`config.mk`:
```
export PLATFORM = sky130hd
export DESIGN_NAME = async_sched_traversal
export DESIGN_NICKNAME = d
export VERILOG_FILES = /design/src/rtl/async_trav_pkg.sv /design/src/rtl/async_sched_traversal.sv /design/src/rtl/idle_wake_timer.sv
export SDC_FILE = /design/constraint.sdc
export NUM_CORES = 1
export LEC_CHECK = 0
export BUFFER_PORTS_ARGS = -buffer_cell sky130_fd_sc_hd__buf_2
export CAP_MARGIN = 20
export CORE_MARGIN = 2
export CORE_UTILIZATION = 25
export CTS_CLUSTER_SIZE = 14
export DETAILED_ROUTE_END_ITERATION = 10
export HOLD_SLACK_MARGIN = 0.1
export PLACE_DENSITY = 0.52
export SETUP_SLACK_MARGIN = 0.15
export SLEW_MARGIN = 10
export SYNTH_ARGS = -nofsm -noshare
export SYNTH_HDL_FRONTEND = slang
export SYNTH_SLANG_ARGS = --single-unit
```
`constraint.sdc`:
```
create_clock -name ref_clk -period 6.5 [get_ports ref_clk]
set_clock_uncertainty 0.1 [all_clocks]
set_input_delay 1.3 -clock ref_clk [delete_from_list [all_inputs] [get_ports ref_clk]]
set_output_delay 1.3 -clock ref_clk [all_outputs]
set_load 0.03 [all_outputs]
```
`src/rtl/async_trav_pkg.sv`:
```
// constants, register map and state encodings for the async schedule traversal block
package async_trav_pkg;

  // ***************************************************************
  // clock and timing
  // ***************************************************************
  localparam int CLK_MHZ = 40;
  // idle_interval_constant, in microseconds
  localparam int IDLE_INTERVAL_US = 10000;
  localparam int IDLE_CYCLES = IDLE_INTERVAL_US * CLK_MHZ;
  localparam int TMR_W = 19;

  // ***************************************************************
  // register port
  // ***************************************************************
  localparam int ADDR_W = 4;
  localparam int DATA_W = 32;
  localparam logic [ADDR_W-1:0] REG_CTRL = 4'h0;
  localparam logic [ADDR_W-1:0] REG_STAT = 4'h4;

  localparam int CTRL_ASYNC_EN_BIT = 0;
  localparam int CTRL_PER_EN_BIT = 1;
  localparam logic CTRL_ASYNC_EN_RST = 1'h0;
  localparam logic CTRL_PER_EN_RST = 1'h0;

  localparam int STAT_RECLAIM_BIT = 0;
  localparam int STAT_TRAV_LSB = 1;
  localparam int STAT_NAK_LSB = 4;

  localparam logic [DATA_W-1:0] RD_ZERO = 32'h0000_0000;

  // ***************************************************************
  // state encodings
  // ***************************************************************
  typedef enum logic [2:0] {
    TRAV_IDLE = 3'h1,
    TRAV_ACTIVE = 3'h2,
    TRAV_SLEEP = 3'h4
  } trav_e;

  typedef enum logic [2:0] {
    NAK_AWAIT_HEAD = 3'h1,
    NAK_RELOAD = 3'h2,
    NAK_WAIT_START = 3'h4
  } nak_e;

  localparam logic [TMR_W-1:0] TMR_ZERO = 19'h0_0000;
  localparam logic [TMR_W-1:0] TMR_ONE = 19'h0_0001;

endpackage

```
`src/rtl/async_sched_traversal.sv`:
```
// async schedule traversal control: reclamation flag, empty detect, sleep and wake
//
// Design decisions made here: the address-and-strobe port and the placing of the registers.
`timescale 1ns/10ps

module async_sched_traversal #(
  parameter int SLEEP_CYCLES = async_trav_pkg::IDLE_CYCLES
) (
  input wire logic ref_clk,
  input wire logic reset_n,
  input wire logic [async_trav_pkg::ADDR_W-1:0] regAddr,
  input wire logic [async_trav_pkg::DATA_W-1:0] regWrData,
  input wire logic regWr,
  input wire logic regRd,
  output logic [async_trav_pkg::DATA_W-1:0] regRdData,
  input wire logic uframeStart,
  input wire logic uframeEnd,
  input wire logic periodicActive,
  input wire logic qhFetched,
  input wire logic qhHeadMark,
  input wire logic txnExecuted,
  output logic asyncTraversing,
  output logic asyncSleeping,
  output logic [2:0] travState,
  output logic [2:0] nakState,
  output logic reclaimFlag,
  output logic startEvent,
  output logic goPeriodic,
  output logic nakReloadEnable
);

  // ***************************************************************
  // state
  // ***************************************************************
  typedef struct packed {
    logic ctrlAsyncEn;
    logic ctrlPerEn;
    async_trav_pkg::trav_e trav;
    async_trav_pkg::nak_e nak;
    logic reclaim;
    logic armed;
    logic startEvent;
    logic goPeriodic;
    logic travActive;
    logic travSleep;
    logic nakReload;
    logic [async_trav_pkg::DATA_W-1:0] rdData;
  } state_s;

  state_s s_r;
  state_s s_nxt;

  logic timerLoad;
  logic timerCancel;
  logic timerExpired;
  logic timerRunning;
  logic startNow;
  logic headSeen;
  logic emptyNow;
  localparam logic [async_trav_pkg::TMR_W-1:0] SLEEP_LOAD = SLEEP_CYCLES[async_trav_pkg::TMR_W-1:0];

  function automatic logic regHit(
    input logic [async_trav_pkg::ADDR_W-1:0] addr,
    input logic [async_trav_pkg::ADDR_W-1:0] offset
  );
    regHit = (addr == offset);
  endfunction

  // ***************************************************************
  // sleep timer
  // ***************************************************************
  idle_wake_timer u_timer (
    .ref_clk(ref_clk),
    .reset_n(reset_n),
    .load(timerLoad),
    .cancel(timerCancel),
    .loadValue(SLEEP_LOAD),
    .expired(timerExpired),
    .running(timerRunning)
  );

  // ***************************************************************
  // next state
  // ***************************************************************
  always_comb begin
    s_nxt = s_r;
    s_nxt.startEvent = 1'b0;
    s_nxt.goPeriodic = 1'b0;
    s_nxt.rdData = async_trav_pkg::RD_ZERO;
    timerLoad = 1'b0;
    timerCancel = 1'b0;
    startNow = 1'b0;
    // fetch indications only count while walking the async list
    headSeen = qhFetched && qhHeadMark && (s_r.trav == async_trav_pkg::TRAV_ACTIVE);
    emptyNow = headSeen && !s_r.reclaim;

    // register writes
    if (regWr && regHit(regAddr, async_trav_pkg::REG_CTRL)) begin
      s_nxt.ctrlAsyncEn = regWrData[async_trav_pkg::CTRL_ASYNC_EN_BIT];
      s_nxt.ctrlPerEn = regWrData[async_trav_pkg::CTRL_PER_EN_BIT];
    end

    // register reads; unmapped addresses read zero
    if (regRd) begin
      if (regHit(regAddr, async_trav_pkg::REG_CTRL)) begin
        s_nxt.rdData[async_trav_pkg::CTRL_ASYNC_EN_BIT] = s_r.ctrlAsyncEn;
        s_nxt.rdData[async_trav_pkg::CTRL_PER_EN_BIT] = s_r.ctrlPerEn;
      end else if (regHit(regAddr, async_trav_pkg::REG_STAT)) begin
        s_nxt.rdData[async_trav_pkg::STAT_RECLAIM_BIT] = s_r.reclaim;
        s_nxt.rdData[async_trav_pkg::STAT_TRAV_LSB +: 3] = s_r.trav;
        s_nxt.rdData[async_trav_pkg::STAT_NAK_LSB +: 3] = s_r.nak;
      end
    end

    // each micro-frame re-arms one entry from not-active
    if (uframeStart) begin
      s_nxt.armed = 1'b1;
    end else if (uframeEnd) begin
      // a frame that ends unused must not leak an entry into the next one
      s_nxt.armed = 1'b0;
    end

    unique case (s_r.trav)
      async_trav_pkg::TRAV_IDLE: begin
        // periodic owns the frame start; async waits for it to finish
        if (s_r.ctrlAsyncEn && (s_r.armed || uframeStart) && !periodicActive
            && !uframeEnd) begin
          s_nxt.trav = async_trav_pkg::TRAV_ACTIVE;
          s_nxt.armed = 1'b0;
          startNow = 1'b1;
        end
      end
      async_trav_pkg::TRAV_ACTIVE: begin
        if (uframeEnd) begin
          s_nxt.trav = async_trav_pkg::TRAV_IDLE;
          s_nxt.goPeriodic = 1'b1;
        end else if (!s_r.ctrlAsyncEn) begin
          s_nxt.trav = async_trav_pkg::TRAV_IDLE;
        end else if (emptyNow) begin
          s_nxt.trav = async_trav_pkg::TRAV_SLEEP;
          timerLoad = 1'b1;
        end
        // otherwise keep walking the list
      end
      async_trav_pkg::TRAV_SLEEP: begin
        if (uframeEnd || !s_r.ctrlAsyncEn) begin
          s_nxt.trav = async_trav_pkg::TRAV_IDLE;
          s_nxt.goPeriodic = uframeEnd;
          timerCancel = 1'b1;
        end else if (timerExpired) begin
          // wake within the frame so a pending complete-split gets served
          s_nxt.trav = async_trav_pkg::TRAV_ACTIVE;
          startNow = 1'b1;
        end
      end
    endcase

    // reclamation flag: a set in the same cycle beats the clear
    // a clear is made only while the async list is being walked
    if (headSeen) begin
      s_nxt.reclaim = 1'b0;
    end
    if (txnExecuted && (s_r.trav == async_trav_pkg::TRAV_ACTIVE)) begin
      s_nxt.reclaim = 1'b1;
    end
    if (startNow) begin
      s_nxt.reclaim = 1'b1;
    end

    // nak reload tracker
    if (startNow) begin
      s_nxt.nak = async_trav_pkg::NAK_AWAIT_HEAD;
    end else if (headSeen) begin
      unique case (s_r.nak)
        async_trav_pkg::NAK_AWAIT_HEAD: s_nxt.nak = async_trav_pkg::NAK_RELOAD;
        async_trav_pkg::NAK_RELOAD: s_nxt.nak = async_trav_pkg::NAK_WAIT_START;
        async_trav_pkg::NAK_WAIT_START: s_nxt.nak = async_trav_pkg::NAK_WAIT_START;
      endcase
    end

    s_nxt.startEvent = startNow;
    s_nxt.travActive = (s_nxt.trav == async_trav_pkg::TRAV_ACTIVE);
    s_nxt.travSleep = (s_nxt.trav == async_trav_pkg::TRAV_SLEEP);
    s_nxt.nakReload = (s_nxt.nak == async_trav_pkg::NAK_RELOAD);
  end

  // ***************************************************************
  // registers
  // ***************************************************************
  always_ff @(posedge ref_clk or negedge reset_n) begin
    if (!reset_n) begin
      s_r.ctrlAsyncEn <= async_trav_pkg::CTRL_ASYNC_EN_RST;
      s_r.ctrlPerEn <= async_trav_pkg::CTRL_PER_EN_RST;
      s_r.trav <= async_trav_pkg::TRAV_IDLE;
      s_r.nak <= async_trav_pkg::NAK_WAIT_START;
      s_r.reclaim <= 1'b0;
      s_r.armed <= 1'b0;
      s_r.startEvent <= 1'b0;
      s_r.goPeriodic <= 1'b0;
      s_r.travActive <= 1'b0;
      s_r.travSleep <= 1'b0;
      s_r.nakReload <= 1'b0;
      s_r.rdData <= async_trav_pkg::RD_ZERO;
    end else begin
      s_r <= s_nxt;
    end
  end

  // ***************************************************************
  // outputs
  // ***************************************************************
  assign regRdData = s_r.rdData;
  assign asyncTraversing = s_r.travActive;
  assign asyncSleeping = s_r.travSleep;
  assign travState = s_r.trav;
  assign nakState = s_r.nak;
  assign reclaimFlag = s_r.reclaim;
  assign startEvent = s_r.startEvent;
  assign goPeriodic = s_r.goPeriodic;
  assign nakReloadEnable = s_r.nakReload;

  // ***************************************************************
  // checks
  // ***************************************************************
  a_head_clears: assert property (@(posedge ref_clk) disable iff (!reset_n)
    headSeen && !txnExecuted |=> !reclaimFlag)
    else $error("head marker fetch did not clear reclamation flag");

  a_txn_sets: assert property (@(posedge ref_clk) disable iff (!reset_n)
    txnExecuted && asyncTraversing |=> reclaimFlag)
    else $error("executed transaction did not set reclamation flag");

  a_start_sets: assert property (@(posedge ref_clk) disable iff (!reset_n)
    startEvent |-> reclaimFlag && asyncTraversing)
    else $error("start event without reclamation flag set");

  a_empty_sleeps: assert property (@(posedge ref_clk) disable iff (!reset_n)
    emptyNow && !uframeEnd && s_r.ctrlAsyncEn |=> asyncSleeping && !asyncTraversing)
    else $error("empty list did not enter sleeping");

  a_sleep_loads: assert property (@(posedge ref_clk) disable iff (!reset_n)
    $rose(asyncSleeping) |-> timerRunning)
    else $error("sleeping entered without a running timer");

  a_idle_holds: assert property (@(posedge ref_clk) disable iff (!reset_n)
    !s_r.ctrlAsyncEn && travState == async_trav_pkg::TRAV_IDLE
      |=> travState == async_trav_pkg::TRAV_IDLE)
    else $error("left not-active with async disabled");

  a_eof_idle: assert property (@(posedge ref_clk) disable iff (!reset_n)
    uframeEnd && (asyncTraversing || asyncSleeping)
      |=> travState == async_trav_pkg::TRAV_IDLE && goPeriodic)
    else $error("end of micro-frame did not return to not-active");

  a_wake_start: assert property (@(posedge ref_clk) disable iff (!reset_n)
    timerExpired && asyncSleeping && !uframeEnd && s_r.ctrlAsyncEn
      |=> asyncTraversing && startEvent && nakState == async_trav_pkg::NAK_AWAIT_HEAD)
    else $error("timer expiry did not restart traversal");

  a_reload_after_head: assert property (@(posedge ref_clk) disable iff (!reset_n)
    startEvent ##1 (headSeen && !startNow) |=> nakReloadEnable)
    else $error("first head after start did not open reloads");

  a_sleep_cancel: assert property (@(posedge ref_clk) disable iff (!reset_n)
    asyncSleeping && uframeEnd |=> !timerRunning)
    else $error("sleep timer still running after leaving sleeping");

  // ***************************************************************
  // entry, walk and handshake checks
  // ***************************************************************
  a_idle_blocked: assert property (@(posedge ref_clk) disable iff (!reset_n)
    travState == async_trav_pkg::TRAV_IDLE && periodicActive |=> !asyncTraversing)
    else $error("left not-active while periodic work was running");

  a_active_holds: assert property (@(posedge ref_clk) disable iff (!reset_n)
    asyncTraversing && !uframeEnd && s_r.ctrlAsyncEn
      && !(qhFetched && qhHeadMark && !reclaimFlag) |=> asyncTraversing)
    else $error("active traversal stopped without a reason");

  a_entry_start: assert property (@(posedge ref_clk) disable iff (!reset_n)
    $rose(asyncTraversing) |-> startEvent)
    else $error("active state entered without a start event");

  a_start_pulse: assert property (@(posedge ref_clk) disable iff (!reset_n)
    startEvent |=> !startEvent)
    else $error("start event lasted more than one cycle");

  a_start_awaits: assert property (@(posedge ref_clk) disable iff (!reset_n)
    startEvent |-> nakState == async_trav_pkg::NAK_AWAIT_HEAD)
    else $error("start event did not re-open nak reloads");

  a_reload_entry: assert property (@(posedge ref_clk) disable iff (!reset_n)
    $rose(nakReloadEnable) |-> $past(nakState) == async_trav_pkg::NAK_AWAIT_HEAD)
    else $error("reload state entered from the wrong state");

  a_frame_rearm: assert property (@(posedge ref_clk) disable iff (!reset_n)
    uframeStart && !uframeEnd && !periodicActive && s_r.ctrlAsyncEn
      && travState == async_trav_pkg::TRAV_IDLE |=> asyncTraversing)
    else $error("micro-frame start did not resume traversal");

  a_empty_test: assert property (@(posedge ref_clk) disable iff (!reset_n)
    asyncTraversing && qhFetched && qhHeadMark && !reclaimFlag && !uframeEnd
      && s_r.ctrlAsyncEn |=> asyncSleeping)
    else $error("empty test after head fetch did not stop the walk");

  a_sleep_quiet: assert property (@(posedge ref_clk) disable iff (!reset_n)
    asyncSleeping && !timerExpired |=> $stable(reclaimFlag))
    else $error("reclamation flag moved while sleeping");

  a_periodic_keeps: assert property (@(posedge ref_clk) disable iff (!reset_n)
    periodicActive && !asyncTraversing |=> !$fell(reclaimFlag))
    else $error("reclamation flag cleared during periodic work");

  a_handover_pulse: assert property (@(posedge ref_clk) disable iff (!reset_n)
    goPeriodic |=> !goPeriodic)
    else $error("periodic hand-over lasted more than one cycle");

  a_read_one_cycle: assert property (@(posedge ref_clk) disable iff (!reset_n)
    !regRd |=> regRdData == async_trav_pkg::RD_ZERO)
    else $error("read data stood without a read strobe");

endmodule

```
`src/rtl/idle_wake_timer.sv`:
```
// down-counting sleep timer with a one-cycle expiry pulse
`timescale 1ns/10ps

module idle_wake_timer (
  input wire logic ref_clk,
  input wire logic reset_n,
  input wire logic load,
  input wire logic cancel,
  input wire logic [async_trav_pkg::TMR_W-1:0] loadValue,
  output logic expired,
  output logic running
);

  typedef struct packed {
    logic [async_trav_pkg::TMR_W-1:0] count;
    logic running;
    logic expired;
  } tmr_s;

  tmr_s s_r;
  tmr_s s_nxt;

  // ***************************************************************
  // counting
  // ***************************************************************
  always_comb begin
    s_nxt = s_r;
    s_nxt.expired = 1'b0;
    if (cancel) begin
      s_nxt.running = 1'b0;
      s_nxt.count = async_trav_pkg::TMR_ZERO;
    end else if (load) begin
      s_nxt.running = 1'b1;
      s_nxt.count = loadValue;
    end else if (s_r.running) begin
      // a zero load still expires, one cycle later
      if (s_r.count <= async_trav_pkg::TMR_ONE) begin
        s_nxt.running = 1'b0;
        s_nxt.expired = 1'b1;
        s_nxt.count = async_trav_pkg::TMR_ZERO;
      end else begin
        s_nxt.count = s_r.count - async_trav_pkg::TMR_ONE;
      end
    end
  end

  always_ff @(posedge ref_clk or negedge reset_n) begin
    if (!reset_n) begin
      s_r <= '0;
    end else begin
      s_r <= s_nxt;
    end
  end

  assign expired = s_r.expired;
  assign running = s_r.running;

  a_expiry_single: assert property (@(posedge ref_clk) disable iff (!reset_n)
    expired |=> !expired)
    else $error("timer expiry lasted more than one cycle");

  a_cancel_stops: assert property (@(posedge ref_clk) disable iff (!reset_n)
    cancel |=> !running && !expired)
    else $error("timer still running after cancel");

endmodule
```
Yosys cells after proc, flatten, opt, wreduce, memory -nomap -nowiden
Cells that the tools add are included.
{"block": "totals", "regBits": 43, "out_inout_bits": 44, "elab_cells": 86}
{"block": "op_classes", "n_addsub": 1, "order_cmp": 1, "eq_ne": 10, "muxes": 41, "n_reduce_logical": 18}
{"cell": "two-way mux 20 bit", "count": 2}
{"cell": "two-way mux 3 bit", "count": 8}
{"cell": "two-way mux 21 bit", "count": 1}
{"cell": "two-way mux 1 bit", "count": 20}
{"cell": "less-or-equal comparator 19 x 1 -> 1 bit (second input constant)", "count": 1}
{"cell": "two-way mux 19 bit", "count": 1}
{"cell": "subtractor 19 x 1 -> 19 bit (second input constant)", "count": 1}
{"cell": "two-way mux 7 bit", "count": 2}
{"cell": "equality test 3 x 2 -> 1 bit (second input constant)", "count": 4}
{"cell": "equality test 3 bit (second input constant)", "count": 3}
{"cell": "one-hot mux 3 bit (3 select lines)", "count": 1}
{"cell": "logical AND 1 bit", "count": 8}
{"cell": "equality test 3 x 1 -> 1 bit (second input constant)", "count": 2}
{"cell": "one-hot mux 3 bit (2 select lines)", "count": 1}
{"cell": "nonzero test 3 bit", "count": 2}
{"cell": "two-way mux 5 bit", "count": 1}
{"cell": "equality test 4 x 3 -> 1 bit (second input constant)", "count": 1}
{"cell": "logical NOT 1 bit", "count": 4}
{"cell": "logical NOT 4 bit", "count": 1}
{"cell": "two-way mux 2 bit", "count": 2}
{"cell": "one-hot mux 1 bit (2 select lines)", "count": 2}
{"cell": "logical OR 1 bit", "count": 2}
{"cell": "OR reduction 2 bit", "count": 1}

Longest topological paths before layout
Gate-level depths: netlist (run 1).
{"block": "depth", "depth_word": 9, "ltp_mapped": 8, "mapped_depth_nobuf": 6}

Hierarchy
Synthesis (run 1) repeated with hierarchy kept, for this count alone.
{"block": "hier_totals", "cells_unflattened": 285, "hier_area_um2": 2657.5}
{"mod": "idle_wake_timer", "n_inst": 1, "cells_each": 153, "area_each_um2": 1351.3}
{"mod": "async_sched_traversal", "n_inst": 1, "cells_each": 132, "area_each_um2": 1306.3}

Worst setup path before layout (run 1)
No wires, ideal clock.
{"block": "synth_path", "path_type": "input port to flip-flop", "from": "input port uframeEnd", "to": "register u_timer.s_r[12] (netlist bit)", "arrival_ns": 2.405, "setup_slack_ns": 3.862, "stages": 6, "path_buffers": 2, "cell_sequence": "nor2b_1 -> nor3_1 -> or2_1 -> buf_2 -> buf_2 -> a31oi_1"}
{"block": "synth_between", "elab_chain_cells": 4, "word_cells_on_any_way": 8, "cone_classes": "mux: 6; reduce/logical: 2"}
{"element": "start: declaration", "line_no": "async_sched_traversal.sv:17", "rtl": "input wire logic uframeEnd,"}
{"element": "two-way mux 1 bit or logical OR 1 bit (tied branches)", "line_no": "async_sched_traversal.sv:134, async_sched_traversal.sv:146"}
{"element": "two-way mux 1 bit, on equally long branches", "line_no": "async_sched_traversal.sv:123, async_sched_traversal.sv:146"}
{"element": "two-way mux 20 bit or two-way mux 1 bit (tied branches)", "line_no": "idle_wake_timer.sv:32, async_sched_traversal.sv:123"}
{"element": "two-way mux 20 bit or nonzero test 3 bit (tied branches)"}
{"element": "end signal: assignment", "line_no": "idle_wake_timer.sv:51", "rtl": "s_r <= s_nxt;"}
{"element": "end: declaration", "line_no": "idle_wake_timer.sv:20", "rtl": "tmr_s s_r;"}
Several ways; a longest one is shown, not always the timed one.
A chain may end at the register's enable or synchronous reset.

==> summary.md, run 1 <==
| Metric | Value |
|---|---|
| FFs w/ async S/R, synth | 100% |
| Max-slew violation count | 0 |
| Max-slew headroom | approximately a third |
| Average size of a mapped cell | 9.49 um^2 |
| Unrepaired setup endpoints after global routing | false |
| Placed Cells incl. Taps | between 400 and 500 |
| Setup crit start | uframeEnd |
| Slew @ Worst Pin | roughly 1 ns |
| Htree depth | 2 |
| CTS-repair resized insts | 0 |
| Skew-Pair Late Insertion Delay | roughly 0.3 ns |
| Post-synth top cells | dfrtp_1, buf_4, nor2_1, nand2_1 |
| Period utilization | between 40% and 50% |
| Routed WL | 5260 um |
| Hold-critical path depth | 1 |
| R2R Path End | u_timer.expired$_DFF_PN0_ |
| Largest net degree at the start of global routing | 44 |
| Synth top area cells | dfrtp_1, buf_4, nor2_1 |
| Hold Fails Final Rpt | 0 |
| Drc violations | 0 |
| Nets | 328 |
| Synthesized cell area | 2470 um^2 |
| First DRT Iteration DRCs | 82 |
| Total Power | 1.16 mW |
| Leakage power total | 1.25 nW |
| Dpl ws | 3.20 ns |
| Fin worst setup slack | 3.53 ns |
| Buffers on Ports | 34 |
| Final setup viols | 0 |
| Clock tree root driver cell | clkbuf_8 |
| CTS tree | built |
| TNS Setup | 0 ns |
| Tot GR Track Use | between 10 and 15% |
| Power Density | 432 nW/um^2 |
| Cell count of the worst reg-to-reg path | 4 |
| Min Tclk post-route | approximately 3.0 ns |
| Antenna violations before repair | 0 |
| Starting Density | ~25% |
| Flop-to-flop setup slack | 4.14 ns |
| Critical-path maximum fanout | 14 |
| Dpl cell area | 2560 um^2 |
| Synth Instances | 260 |
| Drt pass-1 iters | 4 |
| Max Clk Rate | 337 MHz |
| Number of clock sinks | 43 |
| Max Cap Viol | 0 |
| Row count | 36 |
| Post-CTS Setup Bufs | 0 |
| Clock-pin slew on the worst setup and hold paths | around 0.09 ns |
| Hold Path Sink | s_r[45]$_DFFE_PN0P_ |
| CP required | 6.56 ns |
| Crit end category | flop |
| Post-route ant nets | 0 |
| Top Ports | 90 |
| Worst min-delay path class | flop to flop |
| Via count | 1847 |
| Share of cells above drive strength 1 | between 20% and 30% |
| Setup CP Type | primary input to flop |
| Hold buffer count at CTS | 0 |
| Max IR drop VDD | 169 uV |
| DP HPWL | ~3700 um |
| Netlist cell types | 57 |
| Yosys Warn Count | 0 |
| Cts bufs inserted | 5 |
| Clk buf depth | 2 |
| Area growth syn-to-layout | 8.57% |
| Diodes inserted | 0 |
| Final core utilization | 27.6% |
| First-pass GRT wire length | 8710 um |
| Arrival @ worst endpoint | 3.03 ns |
| Crit Reg-Reg Startpoint | s_r[46]$_DFFE_PN0P_ |
| Post-synth top flop | dfrtp_1 |
| Final instance area | 2680 um^2 |
| Non-Filler Instances | 414 |
| Sequential area share after synthesis | 43.7% |
| EDFF count, synth | 0 |
| Count leader, synth | dfrtp_1 |
| GP Congestion | 0.778 |
| Hold Crit Start | s_r[45]$_DFFE_PN0P_ |
| Number of global-route vias before repair | approximately 1800 |
| Status | completed |
| Wire per inst | 12.7 um |
| Die Area | 10700 um^2 |
| DR vias/cell | approximately 4.5 |
| Largest area contributor in the netlist | dfrtp_1 |
| Seq cells post-synth | 43 |
| Grt ovf | 0 |
| Top cell type's share of synthesized area | 41.6% |
| Die height | 103 um |
| Core area | 9680 um^2 |
| Hold_ws | a little over 0.4 ns |
| Die W | 103 um |
| Startpoint types | primary input |
[layer usage]
metal	GRT usage, %	part of all wire [%]
met4	2.73	0.76
met1	13.6	47
met5	0	0
met2	17.1	46
met3	2.55	6.3
[state kept, by name, summed over array words and instances (netlist names)]
| name | count |
|---|---|
| nakReloadEnable | 1 |
| travState | 3 |
| nakState | 3 |
| regRdData | 7 |
| u_timer.s_r | 19 |
| s_r | 3 |
| u_timer.expired | 1 |
| asyncSleeping | 1 |
| reclaimFlag | 1 |
| startEvent | 1 |
| goPeriodic | 1 |
| u_timer.running | 1 |
| asyncTraversing | 1 |
[kinds of logic (layout without fill, tap and decap cells)]
group                    after synthesis  in the layout  synth area share (%)
AO/OA/AOI/OAI                         50             50                  13.7
XOR/XNOR                               3              3                  1.07
adder cells (fa/ha/maj)                2              2                  1.01
buffers and inverters                 54             51                  14.6
flip-flops                            43             43                  43.7
multiplexers                           7              7                  2.99
other                                  1             25                 0.152
AND/OR/NAND/NOR                      100            100                  22.7
[cell usage in the layout, fill, tap and decap left out, types with 4 or more instances in the layout]
master | synthesis | layout
dfrtp_1 | 41 | 41
buf_2 | 5 | 34
conb_1 | 1 | 25
nor2_1 | 24 | 24
nand2_1 | 17 | 17
nor3_1 | 9 | 9
a21oi_1 | 9 | 9
and2_1 | 8 | 8
inv_1 | 6 | 6
nor4_1 | 6 | 6
a31oi_1 | 6 | 6
o21ai_0 | 5 | 5
o21ai_1 | 5 | 5
clkbuf_8 | 0 | 5
nand4_1 | 4 | 4
mux2i_1 | 4 | 4
a311oi_1 | 4 | 4
nand3_1 | 4 | 4
[area by class of cell]
type / count / area (um^2)
fill: 1042 / 7010
clock inverter: 3 / 25.0
sequential: 43 / 1080
inverter: 8 / 30.0
clock buffer: 5 / 68.8
tap: 133 / 166
timing repair buffer: 35 / 190
multi-input combinational: 187 / 1120
[critical path: stages]
cell and delay, ns:
buf_2 0.11, nor2b_1 0.09, nor3_1 0.82, or2_1 0.57, nor3_1 0.13
[worst max-delay path by stage]
stage | to | slack [ns]
after floorplan | u_timer.s_r[12]$_DFFE_PN0P_ | 3.86
after global placement | u_timer.expired$_DFF_PN0_ | 3.21
after detailed placement | u_timer.expired$_DFF_PN0_ | 3.20
after CTS | u_timer.expired$_DFF_PN0_ | 3.53
after global routing | u_timer.expired$_DFF_PN0_ | 3.34
final | u_timer.expired$_DFF_PN0_ | 3.53
[power by group]
part	internal [mW]	switching, mW	leakage, nW
Sequential	0.331	0.0872	0.573
Combinational	0.206	0.352	0.631
Clock	0.0769	0.102	0.0443
Total	0.614	0.542	1.25
(Power assumes the default switching activity.)
==> run 2, diff against run 1 <==
- PLACE_DENSITY: 0.52 -> 0.54
- clock period: 6.5 -> 2.5 ns (I/O delays scaled with it)
==> summary.md, run 2 (synthesized netlist as in run 1, its figures left out) <==
| Metric | Value |
|---|---|
| Status | completed |
| CTS tree | built |
| Dpl ws | 0.375 ns (-2.83 ns) |
| Met2 usage | 16.8% (-0.30 points) |
| Met1 Track Usage GR | 13.1% (-0.50 points) |
| Area growth syn-to-layout | 9.84% |
| Max-slew violation count | 0 (unchanged) |
| Die W | 103 um (unchanged) |
| Die Area | 10700 um^2 (unchanged) |
| Slew @ Worst Pin | 0.633 ns (-0.380 ns) |
| Max-slew headroom | 57.8% (+26 points) |
| Grt ovf | 0 (unchanged) |
| Via count | 1885 (+2.1%) |
| Number of global-route vias before repair | 1840 (+1.4%) |
| TNS Setup | 0 ns (unchanged) |
| Number of clock sinks | 43 (unchanged) |
| Cts bufs inserted | 5 (unchanged) |
| First-pass GRT wire length | 8550 um (-1.9%) |
| Clk buf depth | 2 (unchanged) |
| Share of cells above drive strength 1 | 21.9% (+1.6 points) |
| Post-route ant nets | 0 (unchanged) |
| Buffers on Ports | 34 (unchanged) |
| Tot GR Track Use | 10.2% (-0.15 points) |
| Arrival @ worst endpoint | 2.24 ns (-0.79 ns) |
| Largest net degree at the start of global routing | 29 (-34%) |
| Nets | 335 (+2.1%) |
| Final setup viols | 0 (unchanged) |
| Fin worst setup slack | 0.345 ns (-3.19 ns) |
| Flop-to-flop setup slack | 0.34 ns (-3.80 ns) |
| Diodes inserted | 0 (unchanged) |
| First DRT Iteration DRCs | 58 (-29%) |
| Top delay family on crit path | compound AO/OA/AOI/OAI gates |
| Die height | 103 um (unchanged) |
| Starting Density | 25.5% (unchanged) |
| Skew-Pair Late Insertion Delay | 0.30 ns (about the same) |
| Post-CTS Setup Bufs | 0 (unchanged) |
| Non-Filler Instances | 421 (+1.7%) |
| WP buf/inv | 0 (-1) |
| Most common cell after layout, fill and taps aside | dfrtp_1 |
| Max reg flops | 19 (unchanged) |
| Period utilization | about 86% |
| Core area | 9680 um^2 (unchanged) |
| Htree depth | 2 (unchanged) |
| Total Power | 3.00 mW (+160%) |
| Commonest cells after routing, fill and taps aside | dfrtp_1, buf_2, conb_1, nor2_1, nand2_1 |
| R2R Path End | u_timer.s_r[20]$_DFFE_PN0P_ |
| CP required | 2.59 ns (-3.97 ns) |
| Power Density | 1110 nW/um^2 (+160%) |
| Drc violations | 0 (unchanged) |
| Antenna violations before repair | 0 (unchanged) |
| Drt pass-1 iters | 4 (unchanged) |
| Crit Reg-Reg Startpoint | u_timer.s_r[17]$_DFFE_PN0P_ |
| Min Tclk post-route | 2.16 ns |
| Met3 usage | 2.89% (+0.34 points) |
| Critical-path top delay cell | dfrtp_1 |
| GP Congestion | 0.830 (+6.7%) |
| Max incr delay on CP | 0.44 ns (-0.38 ns) |
| Clock tree root driver cell | clkbuf_8 |
| Unrepaired setup endpoints after global routing | false |
| Setup CP Type | flop to flop |
| DR vias/cell | 4.48 (+0.36%) |
| Top Ports | 90 (unchanged) |
| Register bank with the most flops | u_timer.s_r |
| Worst min-delay path class | primary input to asynchronous set/reset pin |
| Clock-pin slew on the worst setup and hold paths | 0.08 ns (about the same) |
| Max Cap Viol | 0 (unchanged) |
| Max IR drop VDD | 445 uV (+160%) |
| Filler instances | 1027 (-1.4%) |
| Wire per inst | 12.3 um (-3.5%) |
| Startpoint types | flop |
| Critical-path maximum fanout | 5 (-9) |
| DP HPWL | 3770 um (+3.0%) |
| Routed WL | 5160 um (-1.9%) |
| Row count | 36 (unchanged) |
| Hold Fails Final Rpt | 0 (unchanged) |
| Crit end category | flop |
| Grt peak-use layer | met2 |
| Cell count of the worst reg-to-reg path | 5 (+1) |
| CTS-repair resized insts | 0 (unchanged) |
| Max Clk Rate | 464 MHz |
| Leakage power total | 1.28 nW (+2.3%) |
| Placed Cells incl. Taps | 413 (+2.0%) |
| Hold buffer count at CTS | 0 (unchanged) |
| Worst-path cell chain | nor4_1 -> o2111ai_1 -> o21ai_1 -> nor2_1 -> a221o_1 |
==> run 2: cell count changes in the layout (fill, tap and decap cells not counted) <==
cell,previous run,this run
clkinv_4,2,0
clkbuf_1,0,1
buf_12,1,0
buf_4,0,8
clkinv_2,0,1
==> run 2: per-layer routing <==
metal,wire length (um),share of wire (%),vias to the layer above
met2,2280,44,71
li1,-,-,914
met4,54,1.0,0
met1,2450,48,895
met3,370,7.2,5
met5,0,0,-
==> run 2: worst max-delay path by stage <==
stage | start | to | slack [ns] | cells after the start
5_1_grt | u_timer.s_r[7]$_DFFE_PN0P_ | u_timer.s_r[19]$_DFFE_PN0P_ | 0.21 | 5
3_3_place_gp | u_timer.s_r[13]$_DFFE_PN0P_ | u_timer.s_r[19]$_DFFE_PN0P_ | 0.38 | 5
6_report | u_timer.s_r[17]$_DFFE_PN0P_ | u_timer.s_r[20]$_DFFE_PN0P_ | 0.34 | 5
4_1_cts | u_timer.s_r[2]$_DFFE_PN0P_ | u_timer.s_r[19]$_DFFE_PN0P_ | 0.37 | 5
2_1_floorplan | u_timer.s_r[7]$_DFFE_PN0P_ | u_timer.s_r[19]$_DFFE_PN0P_ | 0.44 | 6
3_5_place_dp | u_timer.s_r[2]$_DFFE_PN0P_ | u_timer.s_r[19]$_DFFE_PN0P_ | 0.37 | 5
==> run 2: per-stage QoR <==
step | instance area [um^2] | utilization [%] | hold slack (ns)
after global placement | 2620 | 27.1 | 0.392
after floorplan | 2560 | - | 0.104
after CTS | 2710 | 28.0 | 0.134
after detailed placement | 2620 | 27.1 | 0.407
after global routing | 2710 | 28.0 | 0.153
final | 2710 | 28.0 | 0.111
==> run 2: cell type report <==
| type | count | area [um^2] | share of cell area [%] |
|---|---|---|---|
| tap | 133 | 166 | 6.14 |
| inverter | 8 | 30.0 | 1.11 |
| clock inverter | 2 | 12.5 | 0.462 |
| multi-input combinational | 187 | 1120 | 41.3 |
| timing repair buffer | 42 | 230 | 8.50 |
| clock buffer | 6 | 72.6 | 2.68 |
| sequential | 43 | 1080 | 39.8 |
==> run 2: power by group <==
group / leakage, nW / switching [mW] / internal [mW]
Sequential: 0.573 / 0.202 / 0.860
Combinational: 0.663 / 0.937 / 0.561
Clock: 0.0412 / 0.246 / 0.196
